--- config.mk ---
export PLATFORM = sky130hd
export DESIGN_NAME = tas_regbank
export DESIGN_NICKNAME = d
export VERILOG_FILES = /design/src/hdl/tas_pkg.sv /design/src/hdl/tas_regbank.sv
export SDC_FILE = /design/constraint.sdc
export NUM_CORES = 1
export LEC_CHECK = 0
export ABC_AREA = 1
export BUFFER_PORTS_ARGS = -buffer_cell sky130_fd_sc_hd__buf_2
export CORE_AREA = 2 2 110 112
export DETAILED_ROUTE_END_ITERATION = 10
export DIE_AREA = 0 0 112 114
export PLACE_DENSITY = 0.66
export SYNTH_ARGS = -nofsm -noshare
export SYNTH_HDL_FRONTEND = slang
export SYNTH_SLANG_ARGS = --single-unit
--- constraint.sdc ---
create_clock -name core_clk -period 4.9 [get_ports core_clk]
set_clock_uncertainty 0.15 [all_clocks]
set_input_delay 0.49 -clock core_clk [delete_from_list [all_inputs] [get_ports core_clk]]
set_output_delay 0.49 -clock core_clk [all_outputs]
set_load 0.005 [all_outputs]
--- src/hdl/tas_pkg.sv ---
// tas_pkg: constants, register map and types of the thermal alarm register bank.
// assumes one system clock at 10 MHz; used by hdl/tas_regbank.sv.
package tas_pkg;

    // register offsets, which are also the command byte values
    localparam logic [7:0] OFS_REMOTE_TEMP  = 8'h00;
    localparam logic [7:0] OFS_LOCAL_TEMP   = 8'h01;
    localparam logic [7:0] OFS_CONFIG       = 8'h02;
    localparam logic [7:0] OFS_REMOTE_LIMIT = 8'h03;
    localparam logic [7:0] OFS_LOCAL_LIMIT  = 8'h04;
    localparam logic [7:0] OFS_STATUS       = 8'h05;
    localparam logic [7:0] OFS_MASK         = 8'h06;

    // values after reset
    localparam logic [7:0] RST_TEMP         = 8'h00;
    localparam logic [7:0] RST_CONFIG       = 8'h00;
    localparam logic [7:0] RST_REMOTE_LIMIT = 8'h6E;
    localparam logic [7:0] RST_LOCAL_LIMIT  = 8'h50;
    localparam logic [7:0] RST_STATUS       = 8'h00;
    localparam logic [7:0] RST_MASK         = 8'h00;
    localparam logic [7:0] RST_CMD          = 8'h00;

    // field positions
    localparam int BIT_REMOTE      = 7;
    localparam int BIT_LOCAL       = 6;
    localparam int BIT_TIMEOUT_DIS = 5;

    // writable bits: config bits 7:6 are reserved zero, mask holds 7:6 only
    localparam logic [7:0] WMASK_CONFIG = 8'h3F;
    localparam logic [7:0] WMASK_MASK   = 8'hC0;

    // arbitrary default bus address, chosen without meaning
    localparam logic [6:0] DEF_SLAVE_ADDR = 7'h2A;

    // bus timing
    localparam int CLK_HZ         = 10_000_000;
    localparam int TIMEOUT_MS     = 25;
    localparam int TIMEOUT_CYCLES = (CLK_HZ / 1000) * TIMEOUT_MS;
    localparam int TOUT_W         = 18;
    localparam logic [3:0] BITS_PER_BYTE = 4'h8;

    // serial state machine, gray coded along the usual path
    typedef enum logic [2:0] {
        ST_IDLE     = 3'b000,
        ST_ADDR     = 3'b001,
        ST_ACK_ADDR = 3'b011,
        ST_RX       = 3'b010,
        ST_ACK_RX   = 3'b110,
        ST_TX       = 3'b111,
        ST_TX_ACK   = 3'b101
    } tas_state_t;

endpackage : tas_pkg

--- src/hdl/tas_regbank.sv ---
// tas_regbank: two-wire serial slave and register bank of the temperature monitor.
// assumes bus clock and data arrive from pins (synchronised here), and that the
// measurement results arrive on core_clk with a one-cycle valid strobe.
// Function
// - remote result at 00h, local at 01h
// - bytes weighted 128 C down to 1 C
// - read bytes shifted out msb first
// - both results read zero after reset
// - config byte at 02h, rw, resets zero
// - alert low when unmasked channel exceeds limit
// - limits reset to 6Eh remote, 50h local
// - status bit7 remote fault, bit6 local
// - status bits cleared only by reading them
// - status read releases the alert output
// - persisting fault sets bit and alert again
// - status register reads zero after reset
// - send byte sets command pointer only
// - mask bits 7 and 6 block alert
// - config bit5 zero enables bus timeout
module tas_regbank
    import tas_pkg::*;
#(
    parameter logic [6:0]   SLAVE_ADDR   = tas_pkg::DEF_SLAVE_ADDR,
    parameter int           TIMEOUT_CYC  = tas_pkg::TIMEOUT_CYCLES
) (
    input  wire logic       core_clk,
    input  wire logic       rst_n,
    input  wire logic       smb_clk_i,
    input  wire logic       smb_data_i,
    output logic            smb_data_o,
    output logic            smb_data_oe,
    input  wire logic       meas_valid,
    input  wire logic [7:0] meas_remote,
    input  wire logic [7:0] meas_local,
    output logic            overtemp_alert_n_o,
    output logic            overtemp_alert_n_oe
);
    import tas_pkg::*;

    // register file readback; unmapped offsets read as zero
    function automatic logic [7:0] reg_read(
        input logic [7:0] ofs,
        input logic [7:0] rt, input logic [7:0] lt, input logic [7:0] cf,
        input logic [7:0] rl, input logic [7:0] ll, input logic [7:0] st,
        input logic [7:0] mk);
        logic [7:0] v;
        v = 8'h00;
        if (ofs == OFS_REMOTE_TEMP) begin
            v = rt;
        end else if (ofs == OFS_LOCAL_TEMP) begin
            v = lt;
        end else if (ofs == OFS_CONFIG) begin
            v = cf;
        end else if (ofs == OFS_REMOTE_LIMIT) begin
            v = rl;
        end else if (ofs == OFS_LOCAL_LIMIT) begin
            v = ll;
        end else if (ofs == OFS_STATUS) begin
            v = st;
        end else if (ofs == OFS_MASK) begin
            v = mk;
        end
        return v;
    endfunction

    // pin synchronisers; the first stage feeds only the second
    logic       scl_m_r;
    logic       scl_s_r;
    logic       scl_q_r;
    logic       sda_m_r;
    logic       sda_s_r;
    logic       sda_q_r;

    always_ff @(posedge core_clk or negedge rst_n) begin
        if (!rst_n) begin
            scl_m_r <= 1'b1;
            scl_s_r <= 1'b1;
            scl_q_r <= 1'b1;
            sda_m_r <= 1'b1;
            sda_s_r <= 1'b1;
            sda_q_r <= 1'b1;
        end else begin
            scl_m_r <= smb_clk_i;
            scl_s_r <= scl_m_r;
            scl_q_r <= scl_s_r;
            sda_m_r <= smb_data_i;
            sda_s_r <= sda_m_r;
            sda_q_r <= sda_s_r;
        end
    end

    logic       scl_rise;
    logic       scl_fall;
    logic       start_det;
    logic       stop_det;

    assign scl_rise  = scl_s_r & ~scl_q_r;
    assign scl_fall  = ~scl_s_r & scl_q_r;
    assign start_det = scl_s_r & scl_q_r & ~sda_s_r & sda_q_r;
    assign stop_det  = scl_s_r & scl_q_r & sda_s_r & ~sda_q_r;

    // registers
    logic [7:0] remote_temperature_r;
    logic [7:0] local_temperature_r;
    logic [7:0] configuration_byte_r;
    logic [7:0] remote_overtemp_limit_r;
    logic [7:0] local_overtemp_limit_r;
    logic [7:0] overtemp_status_r;
    logic [7:0] overtemp_mask_r;

    // serial engine state
    tas_state_t state_r;
    logic [3:0] bit_cnt_r;
    logic [7:0] shift_r;
    logic [7:0] cmd_r;
    logic       got_cmd_r;
    logic       rd_dir_r;
    logic       ack_ok_r;
    logic [TOUT_W-1:0] tout_cnt_r;
    logic       tout_hit;

    // strobes from the serial engine
    logic       wr_stb;
    logic [7:0] wr_data;
    logic       status_rd;
    logic [7:0] rd_value;

    assign rd_value = reg_read(cmd_r, remote_temperature_r, local_temperature_r,
                               configuration_byte_r, remote_overtemp_limit_r,
                               local_overtemp_limit_r, overtemp_status_r,
                               overtemp_mask_r);

    // a low clock held past the limit frees the bus; config bit5 turns it off
    always_ff @(posedge core_clk or negedge rst_n) begin
        if (!rst_n) begin
            tout_cnt_r <= '0;
        end else if (state_r == ST_IDLE || scl_s_r) begin
            tout_cnt_r <= '0;
        end else if (!tout_hit) begin
            tout_cnt_r <= tout_cnt_r + 1'b1;
        end
    end

    assign tout_hit = !configuration_byte_r[BIT_TIMEOUT_DIS] &&
                      (tout_cnt_r >= TOUT_W'(TIMEOUT_CYC));

    // byte level state machine
    always_ff @(posedge core_clk or negedge rst_n) begin
        if (!rst_n) begin
            state_r     <= ST_IDLE;
            bit_cnt_r   <= 4'h0;
            shift_r     <= 8'h00;
            rd_dir_r    <= 1'b0;
            ack_ok_r    <= 1'b0;
            got_cmd_r   <= 1'b0;
            smb_data_oe <= 1'b0;
        // a cut frame leaves no half-counted byte or data drive behind; ack_ok_r keeps its value
        end else if (tout_hit) begin
            state_r     <= ST_IDLE;
            bit_cnt_r   <= 4'h0;
            got_cmd_r   <= 1'b0;
            smb_data_oe <= 1'b0;
        end else if (start_det) begin
            state_r     <= ST_ADDR;
            bit_cnt_r   <= 4'h0;
            got_cmd_r   <= 1'b0;
            ack_ok_r    <= 1'b0;
            smb_data_oe <= 1'b0;
        end else if (stop_det) begin
            state_r     <= ST_IDLE;
            bit_cnt_r   <= 4'h0;
            got_cmd_r   <= 1'b0;
            smb_data_oe <= 1'b0;
        end else begin
            case (state_r)
                ST_ADDR, ST_RX: begin
                    if (scl_rise && bit_cnt_r < BITS_PER_BYTE) begin
                        shift_r   <= {shift_r[6:0], sda_s_r};
                        bit_cnt_r <= bit_cnt_r + 4'h1;
                    end else if (scl_fall && bit_cnt_r == BITS_PER_BYTE) begin
                        if (state_r == ST_RX) begin
                            state_r     <= ST_ACK_RX;
                            smb_data_oe <= 1'b1;
                            got_cmd_r   <= 1'b1;
                        end else if (shift_r[7:1] == SLAVE_ADDR) begin
                            state_r     <= ST_ACK_ADDR;
                            rd_dir_r    <= shift_r[0];
                            smb_data_oe <= 1'b1;
                        end else begin
                            state_r <= ST_IDLE;
                        end
                    end
                end
                ST_ACK_ADDR: begin
                    if (scl_fall) begin
                        bit_cnt_r <= 4'h0;
                        if (rd_dir_r) begin
                            state_r     <= ST_TX;
                            shift_r     <= rd_value;
                            ack_ok_r    <= 1'b0;
                            smb_data_oe <= ~rd_value[7];
                        end else begin
                            state_r     <= ST_RX;
                            smb_data_oe <= 1'b0;
                        end
                    end
                end
                ST_ACK_RX: begin
                    if (scl_fall) begin
                        state_r     <= ST_RX;
                        bit_cnt_r   <= 4'h0;
                        smb_data_oe <= 1'b0;
                    end
                end
                ST_TX: begin
                    if (scl_rise) begin
                        bit_cnt_r <= bit_cnt_r + 4'h1;
                    end else if (scl_fall) begin
                        if (bit_cnt_r == BITS_PER_BYTE) begin
                            state_r     <= ST_TX_ACK;
                            smb_data_oe <= 1'b0;
                        end else begin
                            shift_r     <= {shift_r[6:0], 1'b0};
                            smb_data_oe <= ~shift_r[6];
                        end
                    end
                end
                ST_TX_ACK: begin
                    if (scl_rise) begin
                        ack_ok_r <= ~sda_s_r;
                    end else if (scl_fall) begin
                        if (ack_ok_r) begin
                            state_r     <= ST_TX;
                            bit_cnt_r   <= 4'h0;
                            shift_r     <= rd_value;
                            smb_data_oe <= ~rd_value[7];
                        end else begin
                            state_r <= ST_IDLE; // host not-acknowledge ends the read
                        end
                    end
                end
                default: begin
                    smb_data_oe <= 1'b0;
                end
            endcase
        end
    end

    // data line is open drain: only ever pulled low
    always_ff @(posedge core_clk or negedge rst_n) begin
        if (!rst_n) begin
            smb_data_o <= 1'b0;
        end else begin
            smb_data_o <= 1'b0;
        end
    end

    // a byte that completes in receive is the command byte or else a data byte
    assign wr_stb  = (state_r == ST_RX) && scl_fall && (bit_cnt_r == BITS_PER_BYTE)
                     && got_cmd_r && !tout_hit && !start_det && !stop_det;
    assign wr_data = shift_r;

    // status is cleared when a byte of it is loaded for sending
    assign status_rd = (cmd_r == OFS_STATUS) && scl_fall && !tout_hit && !start_det && !stop_det &&
                       ((state_r == ST_ACK_ADDR && rd_dir_r) || (state_r == ST_TX_ACK && ack_ok_r));

    // command pointer persists across transactions for later receive byte
    always_ff @(posedge core_clk or negedge rst_n) begin
        if (!rst_n) begin
            cmd_r <= RST_CMD;
        end else if (state_r == ST_RX && scl_fall && bit_cnt_r == BITS_PER_BYTE
                     && !got_cmd_r && !tout_hit && !start_det && !stop_det) begin
            cmd_r <= shift_r;
        end
    end

    // writable registers; results and status ignore writes
    always_ff @(posedge core_clk or negedge rst_n) begin
        if (!rst_n) begin
            configuration_byte_r    <= RST_CONFIG;
            remote_overtemp_limit_r <= RST_REMOTE_LIMIT;
            local_overtemp_limit_r  <= RST_LOCAL_LIMIT;
            overtemp_mask_r         <= RST_MASK;
        end else if (wr_stb) begin
            if (cmd_r == OFS_CONFIG) begin
                configuration_byte_r <= wr_data & WMASK_CONFIG;
            end else if (cmd_r == OFS_REMOTE_LIMIT) begin
                remote_overtemp_limit_r <= wr_data;
            end else if (cmd_r == OFS_LOCAL_LIMIT) begin
                local_overtemp_limit_r <= wr_data;
            end else if (cmd_r == OFS_MASK) begin
                overtemp_mask_r <= wr_data & WMASK_MASK;
            end
        end
    end

    // measurement results, plain unsigned degrees
    always_ff @(posedge core_clk or negedge rst_n) begin
        if (!rst_n) begin
            remote_temperature_r <= RST_TEMP;
            local_temperature_r  <= RST_TEMP;
        end else if (meas_valid) begin
            remote_temperature_r <= meas_remote;
            local_temperature_r  <= meas_local;
        end
    end

    // fault flags: a set in the same cycle as a read wins, so no fault is lost
    logic [7:0] fault_set;

    always_comb begin
        fault_set = 8'h00;
        if (meas_valid) begin
            fault_set[BIT_REMOTE] = meas_remote > remote_overtemp_limit_r;
            fault_set[BIT_LOCAL]  = meas_local > local_overtemp_limit_r;
        end
    end

    always_ff @(posedge core_clk or negedge rst_n) begin
        if (!rst_n) begin
            overtemp_status_r <= RST_STATUS;
        end else if (status_rd) begin
            overtemp_status_r <= fault_set;
        end else begin
            overtemp_status_r <= overtemp_status_r | fault_set;
        end
    end

    // alert follows unmasked flags; a status read drops flags so the pin floats
    always_ff @(posedge core_clk or negedge rst_n) begin
        if (!rst_n) begin
            overtemp_alert_n_oe <= 1'b0;
            overtemp_alert_n_o  <= 1'b0;
        end else begin
            overtemp_alert_n_oe <= |(overtemp_status_r & ~overtemp_mask_r
                                     & (8'h01 << BIT_REMOTE | 8'h01 << BIT_LOCAL));
            overtemp_alert_n_o  <= 1'b0;
        end
    end

endmodule // tas_regbank

==> results.txt, run 1 <==
The die span in y is 114 microns. In the routed layout, each cell is associated on average with a via count of 5.45. The effective utilization at floorplan is 48.5%.

The global route total overflow came out at 0. The highest fanout seen on the critical path came out at 16. TritonCTS built the clock tree. The clock tree root driver cell is sky130_fd_sc_hd__clkbuf_16. The TritonCTS buffer count came out at 9. The layout cell share with drive strength beyond 1 is 17.7%. Detailed placement ended at an HPWL of 10,300 microns. Setup repair after global routing left no endpoint under its margin. Clock-pin slew was measured on the worst setup and hold paths at 0.06 ns. The maximum buffer depth of the clock tree came out at 2. The net count reported at finish is 780. The worst-case IR drop observed on VDD is 0.195 mV.

The synthesized cell area is 5680 sq um. The tool flagged a number of max-cap violations equal to 0. The count of final setup violators came out at 0. For the pin with the worst max-slew slack, the measured transition is 0.941 ns.

The number of synthesized register bits is 94. At the later pin of the worst-skew pair, clock insertion delay measures 0.35 ns. The worst setup path is launched from a flop.

The floorplan step defined a die boundary enclosing 12,800 sq um. The post-synthesis to final-layout area growth came out at 9.08%. The maximum number of pins on one net before global-route repair came out at 59. The number of global-route vias before repair came out at 4,762. The via total after detailed routing is 4,859. The top cell types in the final layout, fill and taps aside, are sky130_fd_sc_hd__nand2_1, sky130_fd_sc_hd__inv_1, sky130_fd_sc_hd__dfrtp_1. After floorplanning, the core was divided into 40 placement rows.

The analysis attributes to cell leakage a power of 2.88 nW. The average wire length per cell after detail routing is 15.7 microns. The number of diodes added for antenna fixing came out at 0. The first-pass GRT wire length is 23,600 microns. The placeable core area came out at 11,700 sq um.

The nature of the critical path endpoint is a flop. During placement, the flow inserted port buffers numbering 22. Of the available clock period, the critical path in the final layout requires 48.2%.

The sequential share of the synthesized area came out at 41.7%. The post-cts resize count came out at 0. The final critical path time including I/O delays and setup came out at 2.36 ns.

The number of antenna violations at the first check in global routing is 0. After clock tree synthesis, the setup repair step added 0 buffers. The final RePlAce weighted congestion came out at 0.941. The run finished with clean final reports.

The first routing iteration left 323 violations. The worst setup path is of the flop to flop kind. The total power density per cell area is 369 nW/um^2. Yosys mapped the design onto 46 distinct sky130hd cell types. The summed negative setup slack over all endpoints is 0 ns. The clock sink count is 94. The count of boundary I/O pins came out at 25. The hold buffer count at cts is 1. The post-route DRC violation count came out at 0. After technology mapping, the gate count stands at 722. Once layout is complete, the utilization of the core stands at 52.9%. The total routing usage reported by global routing came out at 23.2%. At the worst endpoint, the required time is 5.02 ns. The min-delay analysis places its worst path in the category primary input to flop.

The depth of the CTS H-tree came out at 3. The total detailed-routing wirelength is 14,000 microns. The horizontal die dimension came out at 112 microns.

The highest attainable clock frequency is 423 MHz. The tightest slew margin relative to the limit came out at 37.0%. The number of max-slew violations in the final report was 0. A synthesized cell averages 7.86 sq um. The most common cell after layout, fill and taps aside is sky130_fd_sc_hd__nand2_1.

For the worst setup path, the data arrival time is 2.49 ns. The final hold violation count was 0. The count of synthesis-stage warnings from yosys came out at 0. Once detail routing completed, the nets flagged for antenna violations numbered 0. The number of search-and-repair iterations in the first detailed-routing pass came out at 5.
path summary, 6_finish.rpt:
kind                                         endpoint  depth (start not counted)  slack [ns]                   start
min in group asynchronous  tout_cnt_r[16]$_DFFE_PN0P_                          2        0.50                   rst_n
setup / recovery             bit_cnt_r[0]$_DFFE_PN0P_                          7        2.54  state_r[1]$_DFFE_PN0P_
hold / removal                      sda_m_r$_DFF_PN1_                          1        0.09              smb_data_i
max in group asynchronous    bit_cnt_r[3]$_DFFE_PN0P_                          3        2.96                   rst_n
setup reg to reg             bit_cnt_r[0]$_DFFE_PN0P_                          7        2.54  state_r[1]$_DFFE_PN0P_
hold reg to reg                     sda_s_r$_DFF_PN1_                          0        0.21       sda_m_r$_DFF_PN1_
critical path, stage by stage, from the launching register on:
cell,delay [ns]
sky130_fd_sc_hd__dfrtp_1,0.50
sky130_fd_sc_hd__nand2_1,0.17
sky130_fd_sc_hd__nor2_2,0.08
sky130_fd_sc_hd__nor2_2,0.64
sky130_fd_sc_hd__nand2_1,0.28
sky130_fd_sc_hd__nor2_1,0.29
sky130_fd_sc_hd__nand3_1,0.11
sky130_fd_sc_hd__o21ai_1,0.08
cell type report:
class | count | area, sq um
Clock buffer | 11 | 243
Clock inverter | 5 | 81.3
Fill cell | 1127 | 5520
Inverter | 98 | 370
Multi-Input combinational cell | 511 | 2810
Sequential cell | 94 | 2370
Tap cell | 147 | 184
Timing Repair Buffer | 25 | 138
registers in the layout (all words and copies together), names as in the netlist, 2 cells and up:
| signal | flops |
|---|---|
| shift_r | 8 |
| bit_cnt_r | 4 |
| remote_overtemp_limit_r | 8 |
| tout_cnt_r | 18 |
| remote_temperature_r | 8 |
| overtemp_mask_r | 2 |
| local_overtemp_limit_r | 8 |
| cmd_r | 8 |
| local_temperature_r | 8 |
| overtemp_status_r | 2 |
| configuration_byte_r | 6 |
| state_r | 3 |
synthesized netlist by cell type (all sizes together):
cell type / n / share of area, %
xnor2: 1 / 0.15
a22oi: 1 / 0.22
or2: 2 / 0.22
inv: 98 / 6.5
dfrtp: 81 / 36
clkbuf: 3 / 0.20
conb: 1 / 0.066
nor4: 2 / 0.22
nand3b: 2 / 0.26
a21o: 1 / 0.13
nor3: 18 / 2.0
a21boi: 7 / 1.4
o31ai: 1 / 0.13
xor2: 3 / 0.46
a21oi: 44 / 4.5
mux2: 8 / 1.6
dfstp: 13 / 6.0
a31oi: 1 / 0.11
nand3: 53 / 5.3
nand2: 185 / 13
o21ai: 78 / 7.2
nand4: 22 / 2.5
buf: 17 / 2.2
ha: 20 / 4.4
nor2: 58 / 4.8
o22ai: 1 / 0.11
a31o: 1 / 0.15
per-stage QoR:
| step | std cells | setup slack, ns | total power [mW] | area [sq um] | hold WS, ns |
|---|---|---|---|---|---|
| 5_1_grt | 891 | 2.36 | 2.41 | 6190 | 0.0809 |
| 3_5_place_dp | 874 | 2.58 | 1.53 | 5860 | 0.197 |
| 6_report | 891 | 2.54 | 2.29 | 6190 | 0.0919 |
| 2_1_floorplan | 723 | 3.11 | 1.38 | 5680 | 0.0444 |
| 3_3_place_gp | 874 | 2.66 | 1.51 | 5860 | 0.197 |
| 4_1_cts | 891 | 2.58 | 2.30 | 6190 | 0.0783 |
report_power, final:
part,internal (mW),switching (mW),leakage (nW)
sequential,0.854,0.0874,1.19
combinational,0.197,0.380,1.54
clock,0.462,0.305,0.156
layer usage:
layer,vias up,GRT usage (%),wire (microns)
li1,2392,-,-
met1,2352,32.0,6650
met2,97,38.0,6670
met3,18,3.13,475
met4,0,8.13,234
met5,-,0,0
cell families after synthesis:
kind of cell	Yosys count	share of synthesized area [%]
AOI/OAI and AO/OA	135	14.0
and+or+nand+nor	342	28.7
adders and majority gates	20	4.41
other	1	0.0661
DFF	94	41.7
muxes	8	1.59
buffers and inverters	118	8.88
xor gates and xnor gates	4	0.617
Note: power is estimated with default switching activity, not from simulation.
==> run 2: changes to the inputs <==
--- a/config.mk
+++ b/config.mk
@@ -10,7 +10,7 @@
 export CORE_AREA = 2 2 110 112
 export DETAILED_ROUTE_END_ITERATION = 10
 export DIE_AREA = 0 0 112 114
-export PLACE_DENSITY = 0.66
+export PLACE_DENSITY = 0.68
 export SYNTH_ARGS = -nofsm -noshare
 export SYNTH_HDL_FRONTEND = slang
 export SYNTH_SLANG_ARGS = --single-unit
==> constraint.sdc (replaced) <==
create_clock -name core_clk -period 1.95 [get_ports core_clk]
set_clock_uncertainty 0.15 [all_clocks]
set_input_delay 0.195 -clock core_clk [delete_from_list [all_inputs] [get_ports core_clk]]
set_output_delay 0.195 -clock core_clk [all_outputs]
set_load 0.005 [all_outputs]
==> run 2 against run 1 <==
  * Non-clock buffer count up 60
  * Via count up 7.3%
  * Sequential power rose to 2.5 times the previous value
  * Design area is 10% higher
  * Fmax increased by 24%
  * Cell count is 6.8% higher
  * Largest power group unchanged
  * Clock power grew 110%
==> results.txt, run 2 (same netlist as run 1, synthesis figures left out) <==
The effective utilization at floorplan came out at 48.5%. Before CTS, the worst setup slack after placement is -0.0704 ns. The largest single stage delay on the critical path is 0.53 ns. The worst setup path is of the flop to flop kind.

The post-CTS clock slew at the launch and capture registers of the worst setup and hold paths came out at 0.06 ns. The largest delay contributor family on the critical path is simple AND/OR/NAND/NOR gates. The total detailed-routing wirelength came out at 14,700 microns. The critical register-to-register path endpoint is remote_overtemp_limit_r[4]$_DFFE_PN0P_. The count of final setup violators came out at 0. The post-synthesis to final-layout area growth came out at 20.5%. The number of violations of the max-capacitance limit is 0. More flip-flops sit in one register than any other, and that register is tout_cnt_r. The number of global-route vias before repair is 4,945. The data arrival time of the worst path came out at 2.00 ns.

The final critical path time including I/O delays and setup is 1.91 ns. The signal on the critical path passes through inv_1 -> nor2_2 -> buf_4 -> nand3_2 -> nor2_4 -> nand3_2 -> nor2_4 -> clkbuf_16 -> o21ai_1. The flow ran to the end, and the final reports show no timing, DRC or antenna violations. The TritonCTS buffer count came out at 9. The flip-flop count of the largest register, all copies and words added is 18. The final hold violation count is 0. Global routing finished with a remaining overflow of 0. The worst hold slack across all endpoints came out at 0.0165 ns.

Leaving out fill and tap cells, the most frequent cells in the layout are sky130_fd_sc_hd__nand2_1, sky130_fd_sc_hd__inv_1, sky130_fd_sc_hd__dfrtp_1. The number of nets with antenna violations after detailed routing is 0. In this run the static leakage power is 3.18 nW. The depth of the CTS H-tree is 3. The worst hold path terminates at local_temperature_r[0]$_DFFE_PN0P_.

TritonCTS built the clock tree. The number of max-slew violations in the final report came out at 0. STA classifies the critical path endpoint as a flop. The maximum ir drop on the vdd rail came out at 0.503 mV. Across every metal layer, demand over resource in global routing totals 23.5%. The data required time at the worst endpoint is 2.04 ns. The first-pass GRT wire length is 23,800 microns. The starting DRC count in detailed routing came out at 425. The average wire length per cell after detail routing is 15.4 microns. The largest individual stage delay along the critical path comes from the cell sky130_fd_sc_hd__dfstp_2. Counting every sink on the clock net gives 94. The number of search-and-repair iterations in the first detailed-routing pass came out at 6. The insertion delay of the later-clocked pin in the worst-skew pair is 0.35 ns. The type of the tightest min-delay check is primary input to flop. The clock tree root driver cell is sky130_fd_sc_hd__clkbuf_16. In the routed design, unresolved DRC markers number 0. Headroom to the max-slew limit came out at 60.1%. The cell depth of the worst hold path is 3. Routability-driven placement finished with a final weighted congestion of 0.893.

The horizontal die dimension is 112 microns. After routing the design area is 6840 sq um. The number of antenna violations at the first check in global routing is 0. The number of buffers and inverters on the critical path is 3.

The worst setup path is launched from a flop. The total number of placement rows is 40. The post-route netlist has 25.0% of its cells at a drive strength greater than 1. The highest attainable clock frequency is 524 MHz.

The setup check on the worst reg-to-reg path leaves a slack of 0.04 ns. During I/O placement, the number of pins put on the boundary was 25. Once routing completed, OpenROAD measured the worst setup slack at 0.0404 ns. Leaving out fill and tap cells, the most frequent cell in the layout is sky130_fd_sc_hd__nand2_1. The maximum number of pins on one net before global-route repair is 46. The final route contains 5,214 vias. The worst register-to-register path begins at scl_q_r$_DFF_PN1_.

For the pin with the worst max-slew slack, the measured transition is 0.598 ns. The estimated wirelength of the detail-placed design is 10,700 microns. The die span in y came out at 114 microns. In this run the most critical hold path is launched from meas_local[0]. The non-filler instance count after layout came out at 952. Summing internal, switching and leakage power gives 5.80 mW. The total power density per cell area is 848 nW/um^2.

The placeable core area came out at 11,700 sq um. The highest fanout seen on the critical path came out at 7. Dividing the final minimum period by the clock period gives 97.9%. The placed instances occupy a cell area of 6100 sq um.

The worst reg-to-reg path cell count is 9. Fill cells in the final layout number 1,068. Setup repair after global routing could not meet its margin everywhere. After the last flow step, the layout net total stands at 841. The number of diodes added for antenna fixing is 0. In this run the deepest clock path goes through 2 buffers. The count of input and output buffers came out at 22. The die covers 12,800 sq um. After detailed routing, the number of vias per cell comes to 5.48.

The total placed cells including tap cells came out at 903.
==> run 2: metrics by stage <==
step,TNS [ns],util [%]
6_report,0,58.4
3_3_place_gp,0,52.1
3_5_place_dp,-0.433,52.1
2_1_floorplan,0,-
4_1_cts,0,56.1
5_1_grt,-0.714,58.4
==> run 2: timing repair <==
item / CTS / global route
setup buffers: 1 / 12
hold buffers: 18 / 0
cloned: 0 / 2
endpoints found under the setup margin: 9 / 56
gates resized for setup: 1 / 39
endpoints found under the hold margin: 52 / 0
pin swaps: 1 / 12
==> run 2: final cells by class <==
type,instances,area (sq um),share of cell area [%]
Multi-Input combinational cell,512,2960,43.2
Sequential cell,94,2370,34.7
Timing Repair Buffer,85,689,10.1
Inverter,98,373,5.45
Clock buffer,10,229,3.35
Tap cell,147,184,2.69
Clock inverter,6,36.3,0.530
==> run 2: layer usage <==
layer  up-vias  share of wire, %  GRT usage [%]
met5         -                 0              0
li1       2524                 -              -
met3        41               4.3           3.35
met4         0               3.4           11.5
met1      2492                45           32.3
met2       157                47           36.8
==> run 2: where the power goes <==
group	total (mW)	leakage, nW	switching (mW)	internal (mW)
registers	2.37	1.18	0.222	2.15
logic	1.81	1.87	1.09	0.717
clock network	1.62	0.132	0.764	0.860
total	5.80	3.18	2.08	3.73
==> run 2: worst max path at each step <==
stage               cells past startpoint                                      to                startpoint  slack [ns]
CTS                                    10  remote_overtemp_limit_r[5]$_DFFE_PN1P_         scl_q_r$_DFF_PN1_       0.004
global placement                        9  remote_overtemp_limit_r[2]$_DFFE_PN1P_         scl_q_r$_DFF_PN1_       0.004
global route                           11  remote_overtemp_limit_r[2]$_DFFE_PN1P_  bit_cnt_r[1]$_DFFE_PN0P_       -0.06
floorplan                              10                  shift_r[1]$_DFFE_PN0P_         scl_q_r$_DFF_PN1_        0.16
detailed placement                     10  remote_overtemp_limit_r[5]$_DFFE_PN1P_  bit_cnt_r[0]$_DFFE_PN0P_       -0.07
finish                                  9  remote_overtemp_limit_r[4]$_DFFE_PN0P_         scl_q_r$_DFF_PN1_        0.04
==> run 2: tightest hold or removal path, cell delays in order <==
cell and delay [ns]:
sky130_fd_sc_hd__buf_2 0.09, sky130_fd_sc_hd__inv_1 0.11, sky130_fd_sc_hd__a21oi_1 0.08
==> run 3: changes to the inputs <==
--- a/config.mk
+++ b/config.mk
@@ -7,10 +7,12 @@
 export LEC_CHECK = 0
 export ABC_AREA = 1
 export BUFFER_PORTS_ARGS = -buffer_cell sky130_fd_sc_hd__buf_2
-export CORE_AREA = 2 2 110 112
+export CELL_PAD_IN_SITES_DETAIL_PLACEMENT = 1
+export CELL_PAD_IN_SITES_GLOBAL_PLACEMENT = 2
+export CORE_AREA = 2 2 133 135
 export DETAILED_ROUTE_END_ITERATION = 10
-export DIE_AREA = 0 0 112 114
-export PLACE_DENSITY = 0.68
+export DIE_AREA = 0 0 135 137
+export PLACE_DENSITY_LB_ADDON = 0.1
 export SYNTH_ARGS = -nofsm -noshare
 export SYNTH_HDL_FRONTEND = slang
 export SYNTH_SLANG_ARGS = --single-unit
==> run 3 against run 2 <==
  * Power increased by 9.5%
  * Utilization shrank 16 points
  * Die area up 45%
  * Fmax up 1.8%
  * Clock power increased by 22%
  * Design area increased by 6.2%
  * Worst setup slack better by 0.035 ns
  * First-iteration DRC count fell by 44%
  * Flip-flop and latch count is the same
  * Count of clock-buffer cells in the layout is the same
  * Sequential power is essentially flat
  * Via count decreased by 0.54%
  * Largest cell class unchanged
==> results.txt, run 3 (same netlist as run 1, synthesis figures left out) <==
In this run the worst hold path is classified as primary input to flop. The depth of the CTS H-tree is 3. Setup repair after global routing could not meet its margin everywhere. The post-synthesis to final-layout area growth came out at 28.0%.

The maximum buffer depth of the clock tree is 2. The number of search-and-repair iterations in the first detailed-routing pass came out at 4. The final RePlAce weighted congestion came out at 0.876.

The final hold violation count came to 0. The flow ran to the end, and the final reports show no timing, DRC or antenna violations. The net count reported at finish is 869. The placeable core area is 17,100 sq um.

The via total after detailed routing came out at 5,186. The number of filler instances in the final layout is 2,120. For the pin with the worst max-slew slack, the measured transition is 0.596 ns. The clock sink count is 94.

For met2 alone, demand over resource in global routing was 36.7%. In this run the worst path has a maximum fanout of 6. The die footprint is 18,500 sq um. The first-pass GRT wire length came out at 29,100 microns. The total power density per cell area is 875 nW/um^2.

The total placed cells including tap cells is 1,004. The total number of placement rows came out at 48. The combinational group share of total power came out at 31.7%. The per-cell via count in the routed design is 4.90. The maximum ir drop on the vdd rail came out at 0.467 mV. The utilization after layout came out at 42.6%.

The met3 global-route usage came out at 2.96%. The global route total overflow is 0. The number of antenna violations at the first check in global routing is 0. Summed over all nets, the switching power comes to 2.27 mW.

The estimated wirelength of the detail-placed design is 13,800 microns. The floorplan step set the die height to 137 microns. In this run, the clock network consumes 30.9% of the power. The number of global-route vias before repair is 5,395. STA classifies the critical path endpoint as a flop. The minimum setup slack after placement came out at -0.0284 ns. Once the floorplan was initialized, standard cells occupied 33.3% of the core. The category of the most critical setup path is flop to flop. TritonCTS built the clock tree. The tightest slew margin relative to the limit is 59.9%.

Ranked by flip-flop count, first place goes to tout_cnt_r. The layout cell share with drive strength beyond 1 is 28.1%. The count of input and output buffers came out at 22. The switching part of the total is 35.6%. The worst hold slack across all endpoints came out at 0.179 ns. The leakage power summed over all cells came out at 3.36 nW. The maximum number of pins on one net before global-route repair is 38. The insertion delay of the later-clocked pin in the worst-skew pair came out at 0.36 ns.

The tree is rooted in a sky130_fd_sc_hd__clkbuf_16. The data required time at the worst endpoint is 2.07 ns. The highest attainable clock frequency came out at 533 MHz. The count of boundary I/O pins is 25. The nature of the critical path startpoint is a flop.

After detailed routing, the average wire length per cell comes to 17.3 microns. Leaving out fill and tap cells, the most frequent cell in the layout is sky130_fd_sc_hd__nand2_1. After layout, the worst path uses 96.2% of the clock period. The final critical path time including I/O delays and setup is 1.88 ns. The detail route stage leaves a number of antenna-violating nets equal to 0. In the layout the commonest cells are sky130_fd_sc_hd__nand2_1, sky130_fd_sc_hd__inv_1, sky130_fd_sc_hd__dfrtp_1. The internal cell power is 4.09 mW. For this run, the total global-route usage over all layers was measured as 20.6%. Buffers inserted during clock tree synthesis total 9. The data arrival time of the worst path is 2.00 ns. The horizontal die dimension is 135 microns. The finished layout holds 1,058 standard cells, fillers aside. The global routing usage on met1 is 26.1%. After clock tree synthesis, the clock-pin slew on the worst setup and hold paths is 0.07 ns.

Wires add up to 18,300 microns. The number of diodes added for antenna fixing is 0. The flip-flop count of the largest register, all copies and words added is 18. The proportion of power drawn by flip-flops and latches came out at 37.4%.

The final setup slack of the worst path is 0.0750 ns. The post-route DRC violation count is 0. The number of violations of the max-capacitance limit came out at 0. In this run, the number of DRC markers left after iteration 0 of detailed routing was 239. The layer flagged by global routing as most heavily used is met2. The count of final setup violators is 0. The number of max-slew violations in the final report is 0.
## run 3: cell types whose count changed in the layout (fill, tap and decap cells not counted), moves of 3 or more
cell,delta
sky130_fd_sc_hd__nor2_2,+6
sky130_fd_sc_hd__buf_4,+24
sky130_fd_sc_hd__o21ai_1,+4
sky130_fd_sc_hd__o21ai_2,-3
sky130_fd_sc_hd__buf_12,+3
sky130_fd_sc_hd__nor2_1,-6
## run 3: worst paths after layout
path	from	end	slack, ns	cells past startpoint
max	scl_s_r$_DFF_PN1_	state_r[2]$_DFFE_PN0P_	0.07	10
min in group asynchronous	rst_n	tout_cnt_r[6]$_DFFE_PN0P_	0.19	2
min	meas_valid	remote_temperature_r[3]$_DFFE_PN0P_	0.18	3
max reg2reg	scl_s_r$_DFF_PN1_	state_r[2]$_DFFE_PN0P_	0.07	10
min reg2reg	sda_m_r$_DFF_PN1_	sda_s_r$_DFF_PN1_	0.21	0
max in group asynchronous	rst_n	remote_overtemp_limit_r[3]$_DFFE_PN1P_	0.77	3
## run 3: critical path, stage by stage (launching register included)
cell and delay (ns):
sky130_fd_sc_hd__dfstp_2 0.63, sky130_fd_sc_hd__nand2_4 0.10, sky130_fd_sc_hd__nor3_4 0.15, sky130_fd_sc_hd__nor2_2 0.08, sky130_fd_sc_hd__buf_12 0.15, sky130_fd_sc_hd__nand2_4 0.08
sky130_fd_sc_hd__inv_4 0.04, sky130_fd_sc_hd__buf_6 0.13, sky130_fd_sc_hd__o21ai_4 0.09, sky130_fd_sc_hd__nand3_1 0.10, sky130_fd_sc_hd__o21ai_1 0.09
## run 3: layout make-up
cell class | instances | area (sq um) | area share [%]
multi-input combinational | 512 | 3000 | 41.3
sequential | 94 | 2370 | 32.6
timing repair buffer | 113 | 926 | 12.7
inverter | 98 | 373 | 5.13
tap | 225 | 282 | 3.87
clock buffer | 10 | 229 | 3.15
clock inverter | 6 | 87.6 | 1.21
## run 3: power groups by stage
stage                     combinational, mW  sequential (mW)  clock, mW
final                                  2.02             2.38       1.97
after floorplan                        1.15             2.32          0
after global placement                 1.68             2.38          0
after global routing                   2.22             2.41       2.08
after detailed placement               1.73             2.38          0
after CTS                              1.80             2.35       2.00
## run 3: timing repair
item,in CTS,in global routing
resized for setup,4,49
setup buffers,0,19
endpoints found under the hold margin,45,0
endpoints found under the setup margin,9,53
hold buffers,19,0
pin swaps,0,11
gates cloned,1,0
## run 3: per-stage QoR
stage / power [mW] / area, sq um / setup TNS [ns]
5_1_grt: 6.72 / 7270 / -0.109
4_1_cts: 6.14 / 6940 / -0.00602
2_1_floorplan: 3.47 / 5680 / 0
3_5_place_dp: 4.11 / 6410 / -0.189
3_3_place_gp: 4.06 / 6410 / 0
6_report: 6.36 / 7270 / 0
## run 3: layer usage
metal | wire length (microns) | share of wire [%]
met5 | 0 | 0
met2 | 9270 | 51
met4 | 339 | 1.9
met3 | 384 | 2.1
met1 | 8330 | 45
